**src/core/tpw_pkg.sv**
```systemverilog
// Purpose: Shared constants and types for the timer channel waveform block
// Assumes: APB slave, 32-bit data, one aligned word per register
// Notes: Offsets and field positions are local to this block
package tpw_pkg;

  localparam int CNT_W = 16;
  localparam int NUM_CH = 2;

  // ==========================================================================
  // Register offsets
  localparam logic [7:0] OFF_CTRL = 8'h00;
  localparam logic [7:0] OFF_EVENT = 8'h04;
  localparam logic [7:0] OFF_CHCFG = 8'h08;
  localparam logic [7:0] OFF_PERIOD = 8'h0c;
  localparam logic [7:0] OFF_COUNT = 8'h10;
  localparam logic [7:0] OFF_CMP0 = 8'h14;
  localparam logic [7:0] OFF_STATUS = 8'h1c;

  // ==========================================================================
  // Control and event register fields
  localparam int CTRL_EN = 0;
  localparam int CTRL_SINGLE = 1;
  localparam int CTRL_DIR = 2;
  localparam int CTRL_ALIGN_LO = 3;
  localparam int CTRL_PPRE = 5;
  localparam int CTRL_TRIG_START = 6;
  localparam int EVT_FORCE_UPD = 0;

  // Per-channel config byte: mode[2:0], preload, fast, clear, polarity, enable
  localparam int CH_STRIDE = 8;
  localparam int CH_PRE = 3;
  localparam int CH_FAST = 4;
  localparam int CH_CLR = 5;
  localparam int CH_POL = 6;
  localparam int CH_OE = 7;

  localparam logic [2:0] MODE_FROZEN = 3'h0;
  localparam logic [2:0] MODE_SET = 3'h1;
  localparam logic [2:0] MODE_CLEAR = 3'h2;
  localparam logic [2:0] MODE_TOGGLE = 3'h3;
  localparam logic [2:0] MODE_FORCE_LOW = 3'h4;
  localparam logic [2:0] MODE_FORCE_HIGH = 3'h5;
  localparam logic [2:0] MODE_PWM1 = 3'h6;
  localparam logic [2:0] MODE_PWM2 = 3'h7;

  localparam logic [1:0] ALIGN_EDGE = 2'h0;
  localparam logic [1:0] ALIGN_CENTER_DOWN = 2'h1;
  localparam logic [1:0] ALIGN_CENTER_UP = 2'h2;

  // Members run from the top bit down, so they follow the field positions above
  typedef struct packed {
    logic output_enable_bit;
    logic output_polarity_bit;
    logic external_clear_enable;
    logic fast_trigger_enable;
    logic compare_preload_enable;
    logic [2:0] compare_mode_field;
  } tpw_chan_type;

  typedef struct packed {
    logic trigger_start;
    logic period_preload_enable;
    logic [1:0] alignment_select_field;
    logic dir;
    logic single_pulse_bit;
    logic counter_enable_bit;
  } tpw_ctrl_type;

endpackage : tpw_pkg

```
**src/core/tpw_channel_pwm.sv**
```systemverilog
// Purpose: Timer counter plus per-channel PWM, one-pulse and external clear
// Assumes: Trigger and external clear pins are asynchronous to ref_clk
// Notes: One counter tick per ref_clk edge; no prescaler
//
// Our own choices: register access over APB and the address map.
`timescale 1ns/10ps

// Operation
// - Mode field 110 selects PWM mode 1, 111 PWM mode 2, per channel.
// - Preloads reach shadows only on update event; software forces one first.
// - Polarity bit picks active level; output drives only when enabled.
// - Reference asserts only on compare result change or frozen-to-PWM switch.
// - Direction low means up-counting; alignment field picks edge or center.
// - PWM1 up-counting: reference high while counter below compare.
// - Up-counting: compare above period holds high, compare zero holds low.
// - PWM1 down-counting: low while counter above compare, else high.
// - Nonzero alignment is center mode; flag on up, down or both.
// - Center mode hardware updates direction, starting from written direction.
// - Counter writes above period keep direction; 0 or period update it.
// - Single-pulse bit stops counter at next update event; the code stops it on overflow only, not on a forced update.
// - Trigger edge in single-pulse operation sets counter enable.
// - Pulse delay equals compare; length equals period minus compare plus one.
// - Fast enable forces reference to match level on trigger in PWM.
// - Clear enable with high external trigger holds reference low until update.
// - External clear acts in compare and PWM modes, not forced modes.
// - At full duty a cleared reference returns at next overflow.
// - Compare and period load directly or via preload per enable bits.
// - Update event leaves output compare modes untouched; tick resolution.
module tpw_channel_pwm #(
  parameter int CNT_W = tpw_pkg::CNT_W,
  parameter int NUM_CH = tpw_pkg::NUM_CH
) (
  input wire logic ref_clk,
  input wire logic rst_b,
  input wire logic psel,
  input wire logic penable,
  input wire logic pwrite,
  input wire logic [7:0] paddr,
  input wire logic [31:0] pwdata,
  output logic [31:0] prdata,
  output logic pready,
  output logic pslverr,
  input wire logic slave_trigger_input,
  input wire logic filtered_external_trigger,
  output logic [NUM_CH-1:0] chan_out,
  output logic [NUM_CH-1:0] compare_flag
);

  // ==========================================================================
  // Pin synchronisers
  // Edge detector resets low, the idle level of the trigger pin, so no false start
  logic [1:0] trig_sync;
  logic [1:0] etr_sync;
  logic trig_prev;
  logic trig_edge;
  logic etr_high;

  always_ff @(posedge ref_clk or negedge rst_b) begin
    if (!rst_b) begin
      trig_sync <= 2'h0;
      etr_sync <= 2'h0;
      trig_prev <= 1'b0;
    end else begin
      trig_sync <= {trig_sync[0], slave_trigger_input};
      etr_sync <= {etr_sync[0], filtered_external_trigger};
      trig_prev <= trig_sync[1];
    end
  end

  assign trig_edge = trig_sync[1] & ~trig_prev;
  assign etr_high = etr_sync[1];

  // ==========================================================================
  // APB decode
  tpw_pkg::tpw_ctrl_type ctrl;
  tpw_pkg::tpw_chan_type [NUM_CH-1:0] chan_cfg;
  logic [CNT_W-1:0] period_pre;
  logic [CNT_W-1:0] period_sh;
  logic [CNT_W-1:0] count;
  logic [CNT_W-1:0] cmp_pre [NUM_CH];
  logic [CNT_W-1:0] cmp_sh [NUM_CH];
  logic wr;
  logic rd;
  logic wr_ctrl;
  logic wr_chcfg;
  logic wr_period;
  logic wr_count;
  logic force_update;
  logic [NUM_CH-1:0] wr_cmp;
  logic addr_ok;

  function automatic logic is_cmp_addr(input logic [7:0] a, input int ch);
    is_cmp_addr = (a == 8'(tpw_pkg::OFF_CMP0 + 4 * ch));
  endfunction : is_cmp_addr

  assign wr = psel & penable & pwrite;
  assign rd = psel & penable & ~pwrite;
  assign pready = 1'b1;
  assign wr_ctrl = wr & (paddr == tpw_pkg::OFF_CTRL);
  assign wr_chcfg = wr & (paddr == tpw_pkg::OFF_CHCFG);
  assign wr_period = wr & (paddr == tpw_pkg::OFF_PERIOD);
  assign wr_count = wr & (paddr == tpw_pkg::OFF_COUNT);
  assign force_update = wr & (paddr == tpw_pkg::OFF_EVENT) & pwdata[tpw_pkg::EVT_FORCE_UPD];

  always_comb begin
    addr_ok = (paddr == tpw_pkg::OFF_CTRL) || (paddr == tpw_pkg::OFF_EVENT)
           || (paddr == tpw_pkg::OFF_CHCFG) || (paddr == tpw_pkg::OFF_PERIOD)
           || (paddr == tpw_pkg::OFF_COUNT) || (paddr == tpw_pkg::OFF_STATUS);
    for (int i = 0; i < NUM_CH; i++) begin
      wr_cmp[i] = wr & is_cmp_addr(paddr, i);
      if (is_cmp_addr(paddr, i)) begin
        addr_ok = 1'b1;
      end
    end
  end

  assign pslverr = psel & penable & ~addr_ok;

  // ==========================================================================
  // Counter core
  logic center;
  logic at_top;
  logic at_bottom;
  logic update_event;
  logic overflow;

  assign center = ctrl.alignment_select_field != tpw_pkg::ALIGN_EDGE;
  assign at_top = count >= period_sh;
  assign at_bottom = count == '0;
  // Wrap point of the running counter, plus the software-forced update
  // Center mode wraps where the direction turns, one tick before each end
  assign overflow = ctrl.counter_enable_bit & (center
                    ? ((~ctrl.dir & (count == period_sh - CNT_W'(1)))
                      | (ctrl.dir & (count == CNT_W'(1))))
                    : (ctrl.dir ? at_bottom : at_top));
  assign update_event = overflow | force_update;

  // Control register, with hardware start/stop and direction
  always_ff @(posedge ref_clk or negedge rst_b) begin
    if (!rst_b) begin
      ctrl <= '0;
    end else if (wr_ctrl) begin
      // Field by field, so the layout does not hang on the member order
      ctrl.counter_enable_bit <= pwdata[tpw_pkg::CTRL_EN];
      ctrl.single_pulse_bit <= pwdata[tpw_pkg::CTRL_SINGLE];
      ctrl.dir <= pwdata[tpw_pkg::CTRL_DIR];
      ctrl.alignment_select_field <= pwdata[tpw_pkg::CTRL_ALIGN_LO +: 2];
      ctrl.period_preload_enable <= pwdata[tpw_pkg::CTRL_PPRE];
      ctrl.trigger_start <= pwdata[tpw_pkg::CTRL_TRIG_START];
    end else begin
      if (ctrl.single_pulse_bit && overflow) begin
        ctrl.counter_enable_bit <= 1'b0;
      end else if (ctrl.single_pulse_bit && ctrl.trigger_start && trig_edge) begin
        ctrl.counter_enable_bit <= 1'b1;
      end
      if (center && ctrl.counter_enable_bit) begin
        if (!ctrl.dir && count == period_sh - CNT_W'(1)) begin
          ctrl.dir <= 1'b1;
        end else if (ctrl.dir && count == CNT_W'(1)) begin
          ctrl.dir <= 1'b0;
        end
      end
      if (center && wr_count) begin
        if (pwdata[CNT_W-1:0] == '0) begin
          ctrl.dir <= 1'b0;
        end else if (pwdata[CNT_W-1:0] == period_sh) begin
          ctrl.dir <= 1'b1;
        end
      end
    end
  end

  // Counter value
  always_ff @(posedge ref_clk or negedge rst_b) begin
    if (!rst_b) begin
      count <= '0;
    end else if (wr_count) begin
      count <= pwdata[CNT_W-1:0];
    end else if (force_update) begin
      // Shadow period moves in on this same edge, so start from the pending value
      count <= ctrl.dir && !center ? period_pre : '0;
    end else if (ctrl.counter_enable_bit) begin
      if (!ctrl.dir) begin
        count <= (at_top && !center) ? '0 : count + CNT_W'(1);
      end else begin
        count <= at_bottom ? period_sh : count - CNT_W'(1);
      end
    end
  end

  // Period preload and shadow
  always_ff @(posedge ref_clk or negedge rst_b) begin
    if (!rst_b) begin
      period_pre <= '1;
      period_sh <= '1;
    end else begin
      if (wr_period) begin
        period_pre <= pwdata[CNT_W-1:0];
      end
      if (wr_period && !ctrl.period_preload_enable) begin
        period_sh <= pwdata[CNT_W-1:0];
      end else if (update_event) begin
        period_sh <= period_pre;
      end
    end
  end

  // Channel configuration
  always_ff @(posedge ref_clk or negedge rst_b) begin
    if (!rst_b) begin
      chan_cfg <= '0;
    end else if (wr_chcfg) begin
      chan_cfg <= pwdata[NUM_CH*tpw_pkg::CH_STRIDE-1:0];
    end
  end

  // ==========================================================================
  // Channels
  logic [NUM_CH-1:0] ref_sig;
  logic [NUM_CH-1:0] cmp_prev;
  logic [NUM_CH-1:0] cleared;
  logic [NUM_CH-1:0] cmp_res;
  logic [NUM_CH-1:0] pwm;
  logic [NUM_CH-1:0] match;

  for (genvar c = 0; c < NUM_CH; c++) begin : g_ch
    logic [2:0] mode;
    logic [2:0] last_mode;
    logic clr_ok;
    logic active_now;

    assign mode = chan_cfg[c].compare_mode_field;
    assign pwm[c] = mode[2] & mode[1];
    assign match[c] = ctrl.counter_enable_bit & (count == cmp_sh[c]);
    assign clr_ok = chan_cfg[c].external_clear_enable & (mode != tpw_pkg::MODE_FORCE_LOW)
                    & (mode != tpw_pkg::MODE_FORCE_HIGH);

    // PWM1 level: up uses cnt<cmp, down uses cnt<=cmp; cmp 0 up holds low
    always_comb begin
      if (!ctrl.dir) begin
        active_now = count < cmp_sh[c];
      end else begin
        active_now = (count <= cmp_sh[c]) | (cmp_sh[c] > period_sh);
      end
      cmp_res[c] = (mode == tpw_pkg::MODE_PWM2) ? ~active_now : active_now;
    end

    always_ff @(posedge ref_clk or negedge rst_b) begin
      if (!rst_b) begin
        cmp_pre[c] <= '0;
        cmp_sh[c] <= '0;
      end else begin
        if (wr_cmp[c]) begin
          cmp_pre[c] <= pwdata[CNT_W-1:0];
        end
        if (wr_cmp[c] && !chan_cfg[c].compare_preload_enable) begin
          cmp_sh[c] <= pwdata[CNT_W-1:0];
        end else if (update_event) begin
          cmp_sh[c] <= cmp_pre[c];
        end
      end
    end

    // Clear latch is held until an update event; set wins over the release
    always_ff @(posedge ref_clk or negedge rst_b) begin
      if (!rst_b) begin
        cleared[c] <= 1'b0;
      end else if (clr_ok && etr_high) begin
        cleared[c] <= 1'b1;
      end else if (update_event) begin
        cleared[c] <= 1'b0;
      end
    end

    always_ff @(posedge ref_clk or negedge rst_b) begin
      if (!rst_b) begin
        last_mode <= tpw_pkg::MODE_FROZEN;
        cmp_prev[c] <= 1'b0;
        ref_sig[c] <= 1'b0;
      end else begin
        last_mode <= mode;
        cmp_prev[c] <= cmp_res[c];
        if (clr_ok && etr_high) begin
          ref_sig[c] <= 1'b0;
        end else if (mode == tpw_pkg::MODE_FORCE_HIGH) begin
          ref_sig[c] <= 1'b1;
        end else if (mode == tpw_pkg::MODE_FORCE_LOW) begin
          ref_sig[c] <= 1'b0;
        end else if (pwm[c]) begin
          if (chan_cfg[c].fast_trigger_enable && ctrl.single_pulse_bit && ctrl.trigger_start
              && trig_edge) begin
            ref_sig[c] <= mode == tpw_pkg::MODE_PWM2;
          end else if (last_mode == tpw_pkg::MODE_FROZEN) begin
            ref_sig[c] <= cmp_res[c];
          end else if (cmp_res[c] != cmp_prev[c]) begin
            ref_sig[c] <= cmp_res[c] & ~cleared[c];
          end else if (cleared[c] && update_event && cmp_res[c]) begin
            ref_sig[c] <= 1'b1;
          end
        end else if (match[c]) begin
          // Compare modes ignore the update event entirely
          if (mode == tpw_pkg::MODE_SET) begin
            ref_sig[c] <= 1'b1;
          end else if (mode == tpw_pkg::MODE_CLEAR) begin
            ref_sig[c] <= 1'b0;
          end else if (mode == tpw_pkg::MODE_TOGGLE) begin
            ref_sig[c] <= ~ref_sig[c];
          end
        end
      end
    end

    // Output stage
    always_ff @(posedge ref_clk or negedge rst_b) begin
      if (!rst_b) begin
        chan_out[c] <= 1'b0;
        compare_flag[c] <= 1'b0;
      end else begin
        chan_out[c] <= chan_cfg[c].output_enable_bit
                       & (ref_sig[c] ^ chan_cfg[c].output_polarity_bit);
        if (!center) begin
          compare_flag[c] <= match[c];
        end else if (ctrl.alignment_select_field == tpw_pkg::ALIGN_CENTER_DOWN) begin
          compare_flag[c] <= match[c] & ctrl.dir;
        end else if (ctrl.alignment_select_field == tpw_pkg::ALIGN_CENTER_UP) begin
          compare_flag[c] <= match[c] & ~ctrl.dir;
        end else begin
          compare_flag[c] <= match[c];
        end
      end
    end
  end

  // ==========================================================================
  // Read data
  // Captured in the setup cycle, so it stands through the whole access phase
  always_ff @(posedge ref_clk or negedge rst_b) begin
    if (!rst_b) begin
      prdata <= '0;
    end else if (psel && !penable && !pwrite) begin
      prdata <= '0;
      if (paddr == tpw_pkg::OFF_CTRL) begin
        prdata <= 32'(ctrl);
      end else if (paddr == tpw_pkg::OFF_CHCFG) begin
        prdata <= 32'(chan_cfg);
      end else if (paddr == tpw_pkg::OFF_PERIOD) begin
        prdata <= 32'(period_pre);
      end else if (paddr == tpw_pkg::OFF_COUNT) begin
        prdata <= 32'(count);
      end else if (paddr == tpw_pkg::OFF_STATUS) begin
        prdata <= 32'({cleared, ref_sig});
      end else begin
        for (int i = 0; i < NUM_CH; i++) begin
          if (is_cmp_addr(paddr, i)) begin
            prdata <= 32'(cmp_pre[i]);
          end
        end
      end
    end
  end

endmodule : tpw_channel_pwm

```
**config.mk**
```make
export PLATFORM = sky130hd
export DESIGN_NAME = tpw_channel_pwm
export DESIGN_NICKNAME = d
export VERILOG_FILES = /design/src/core/tpw_pkg.sv /design/src/core/tpw_channel_pwm.sv
export SDC_FILE = /design/constraint.sdc
export NUM_CORES = 1
export LEC_CHECK = 0
export BUFFER_PORTS_ARGS = -buffer_cell sky130_fd_sc_hd__clkbuf_2
export CORE_MARGIN = 3
export CORE_UTILIZATION = 25
export CTS_CLUSTER_SIZE = 25
export DETAILED_ROUTE_END_ITERATION = 7
export GPL_TIMING_DRIVEN = 0
export HOLD_SLACK_MARGIN = 0.05
export PLACE_DENSITY = 0.49
export SETUP_SLACK_MARGIN = 0.2
export SYNTH_ARGS = -nofsm -noshare
export SYNTH_HDL_FRONTEND = slang
export SYNTH_SLANG_ARGS = --single-unit
```
**constraint.sdc**
```tcl
create_clock -name ref_clk -period 4.3 [get_ports ref_clk]
set_input_delay 0.86 -clock ref_clk [delete_from_list [all_inputs] [get_ports ref_clk]]
set_output_delay 0.86 -clock ref_clk [all_outputs]
set_load 0.02 [all_outputs]
```
==> reports/summary.txt <==
asr flop ratio synth: 1.00
mapped cell area: 0.0125 sq mm
CTS root buffer: clkbuf_16
Ys Warns: 0
Slew headroom: 0.141
prevailing post-synth register cell: dfrtp_1
Leak: 6.11 nW
count of final setup violators: 0
Synth cell types: 80
Worst VDD drop: 0.000281 V
final hold vios: 0
Final Cycle Share: 0.929
Area Growth Syn to Fin: 14.3%
Vias/cell: 5.69
Final Util: 0.291
Max Root-Sink Buffers: 2
#FFs+latches synth: 172
EDFF count, synth: 0
Hold-fix buffers, CTS: 0
drt first pass iters: 5
CP Cell Sequence: clkbuf_2 > inv_1 > ha_1 > nor2b_1 > o21ai_0 > a221oi_1 > o41ai_4 > a211o_1 > clkbuf_1 > buf_2 > clkbuf_2 > o211ai_1 > a2bb2oi_1
clock share of power: 0.354
fin nets: 1567
GRT Total Usage: 0.202
final instance area: 0.0143 sq mm
most common cell after layout, fill and taps aside: dfrtp_1
Critical Path End Type: flip-flop
depth of the most critical reg-to-reg path: 13
internal power: 3.06 mW
WP data arrival: 4.35 ns
CP Launch Type: flip-flop
Skew-Pair Late Insertion Delay: 0.45 ns
pwr dens: 331 mW/mm^2
Worst EP required: 4.65 ns
first-pass GRT wire length: 79.1 mm
Std-Cell Core Area: 0.0493 sq mm
CP max stage delay: 0.39 ns
Bufs and invs on worst path: 5
commonest cells after routing, fill and taps aside: 140 x dfrtp_1, 90 x nand2_1, 85 x ha_1
worst r2r src: count[0]$_DFFE_PN0P_
FF-to-FF End: period_sh[2]$_DFFE_PN1P_
pin count of the biggest net entering global routing: 92
Crit path top cell by count: clkbuf_2
Starting Density: 0.254
antenna-violating nets left: 0
share of cells above drive strength 1: 0.169
# fillers: 5285
sw frac: 0.355
worst slew pin tran: 1.29 ns
max_cap viols: 0
slowest CP cell: dfrtp_1
via count: 12000
Hold Path Sink: trig_sync[1]$_DFF_PN0_
# rows: 81
Critical Path Fanout Max: 10
vias in the first global route: 11500
cts bufs inserted: 17
setup TNS: 0 ns
hold path startpoint: trig_sync[0]$_DFF_PN0_
drt drc: 0
Worst Path Class, Setup: flip-flop to flip-flop
Mapped Cells: 1365
Syn Area/Cell: 9.17 sq um
CP delay by family, top: buffers and inverters
Die H: 230 um
clock slew at reported path FFs: 0.08 ns
H-tree depth: 4
RSZ-0062 raised after global routing: no
post-DP HPWL: 40.2 mm
drt wl/cell: 25.8 um
hold path depth: 0
placer congestion estimate: 0.922
DIE WIDTH: 230 um
IO Pins: 85
initial antenna violation count: 2
area post-placement: 0.0137 sq mm
setup slack, reg-to-reg: 0.30 ns
CTS tree: built
# port buffers: 41
Logic pwr share: 0.245
P_sw: 1.68 mW
final setup skew: 0.0131 ns
hold crit path type: flip-flop to flip-flop
Die ar.: 0.0528 sq mm
Final min period: 4.00 ns
status: finished, final reports clean
sequential share of power: 0.401
Max Freq: 250 MHz
Clock Sink Count: 172
Seq/Total Area, Yosys: 0.347
GRT overflow: 0
Max Slew Vio Count: 0
wirelength, routed: 54.4 mm
Initial DRC Count: 1325
[worst max-delay path by stage]
stage,start,end,slack [ns],cells past startpoint
final,count[0]$_DFFE_PN0P_,period_sh[2]$_DFFE_PN1P_,0.30,13
after floorplan,period_sh[2]$_DFFE_PN1P_,cmp_sh[10]$_DFFE_PN0P_,0.66,13
after CTS,period_sh[3]$_DFFE_PN1P_,period_sh[2]$_DFFE_PN1P_,0.28,12
after global routing,period_sh[1]$_DFFE_PN1P_,ref_sig[1]$_DFFE_PN0P_,0.22,10
after global placement,count[0]$_DFFE_PN0P_,period_sh[2]$_DFFE_PN1P_,-1.74,13
after detailed placement,count[0]$_DFFE_PN0P_,period_sh[2]$_DFFE_PN1P_,-0.24,13
[through the flow]
stage	setup WS, ns	total power, mW	instances	hold slack (ns)
floorplan	0.657	2.55	1380	0.331
global placement	-1.74	3.03	2085	0.333
detailed placement	-0.244	3.04	2087	0.340
CTS	0.277	4.71	2114	0.357
global route	0.216	4.91	2111	0.369
finish	0.304	4.74	2112	0.353
[synthesized netlist by cell type, drive strengths merged (16+ instances only)]
library cell / count / area share
o221a: 16 / 0.014
nand4: 23 / 0.011
inv: 63 / 0.019
nor2: 59 / 0.018
nand2: 92 / 0.028
xnor2: 33 / 0.023
nand3: 36 / 0.014
a21boi: 17 / 0.010
o22ai: 19 / 0.0095
o211a: 27 / 0.022
dfstp: 32 / 0.067
ha: 85 / 0.085
o211ai: 49 / 0.029
dfrtp: 140 / 0.28
and3: 18 / 0.0090
a31oi: 29 / 0.014
mux2: 67 / 0.060
a21oi: 73 / 0.029
a2bb2oi: 31 / 0.022
buf: 40 / 0.019
o21ai: 70 / 0.028
clkbuf: 101 / 0.030
nor3: 17 / 0.0068
a22oi: 24 / 0.014
[per-layer routing]
metal	up-vias	global-route usage	wire (um)
li1	5252	-	-
met1	6039	0.283	24000
met2	590	0.308	23600
met3	140	0.0322	4380
met4	0	0.0850	2360
met5	-	0	0
[cell type report]
cell class | instances | area (sq um) | area share
Antenna cell | 1 | 2.50 | 0.000175
Buffer | 133 | 607 | 0.0424
Sequential cell | 172 | 4340 | 0.304
Clock buffer | 18 | 429 | 0.0300
Inverter | 63 | 236 | 0.0165
Multi-Input combinational cell | 1004 | 7420 | 0.519
Timing Repair Buffer | 44 | 256 | 0.0179
Tap cell | 664 | 831 | 0.0581
Clock inverter | 13 | 183 | 0.0128
[power by group through the flow]
stage	clock network, mW	registers, mW	logic [mW]
2_1_floorplan	0	1.85	0.703
3_3_place_gp	0	1.92	1.10
3_5_place_dp	0	1.92	1.12
4_1_cts	1.68	1.90	1.13
5_1_grt	1.74	1.91	1.26
6_report	1.68	1.90	1.16
[state kept, by name, indices dropped and copies added, names as in the netlist, 6 cells and up]
register / cells
period_pre: 16
g_ch.last_mode: 6
chan_cfg: 10
cmp_pre: 32
period_sh: 16
cmp_sh: 32
prdata: 16
g_ch.mode: 6
count: 16
ctrl: 7
[logic make-up after synthesis]
group / synth area share
muxes: 0.0714
DFF: 0.347
buffers and inverters: 0.0683
adders and majority gates: 0.0849
other: 0.000600
xor gates and xnor gates: 0.0329
and+or+nand+nor: 0.142
AOI/OAI and AO/OA: 0.253
[what timing repair did]
action | CTS | global route
endpoints found under the setup margin | 53 | 49
resized for setup | 9 | 18
pin swaps | 1 | 2
buffers inserted | 1 | 0
Note: power is estimated with default switching activity, not from simulation.
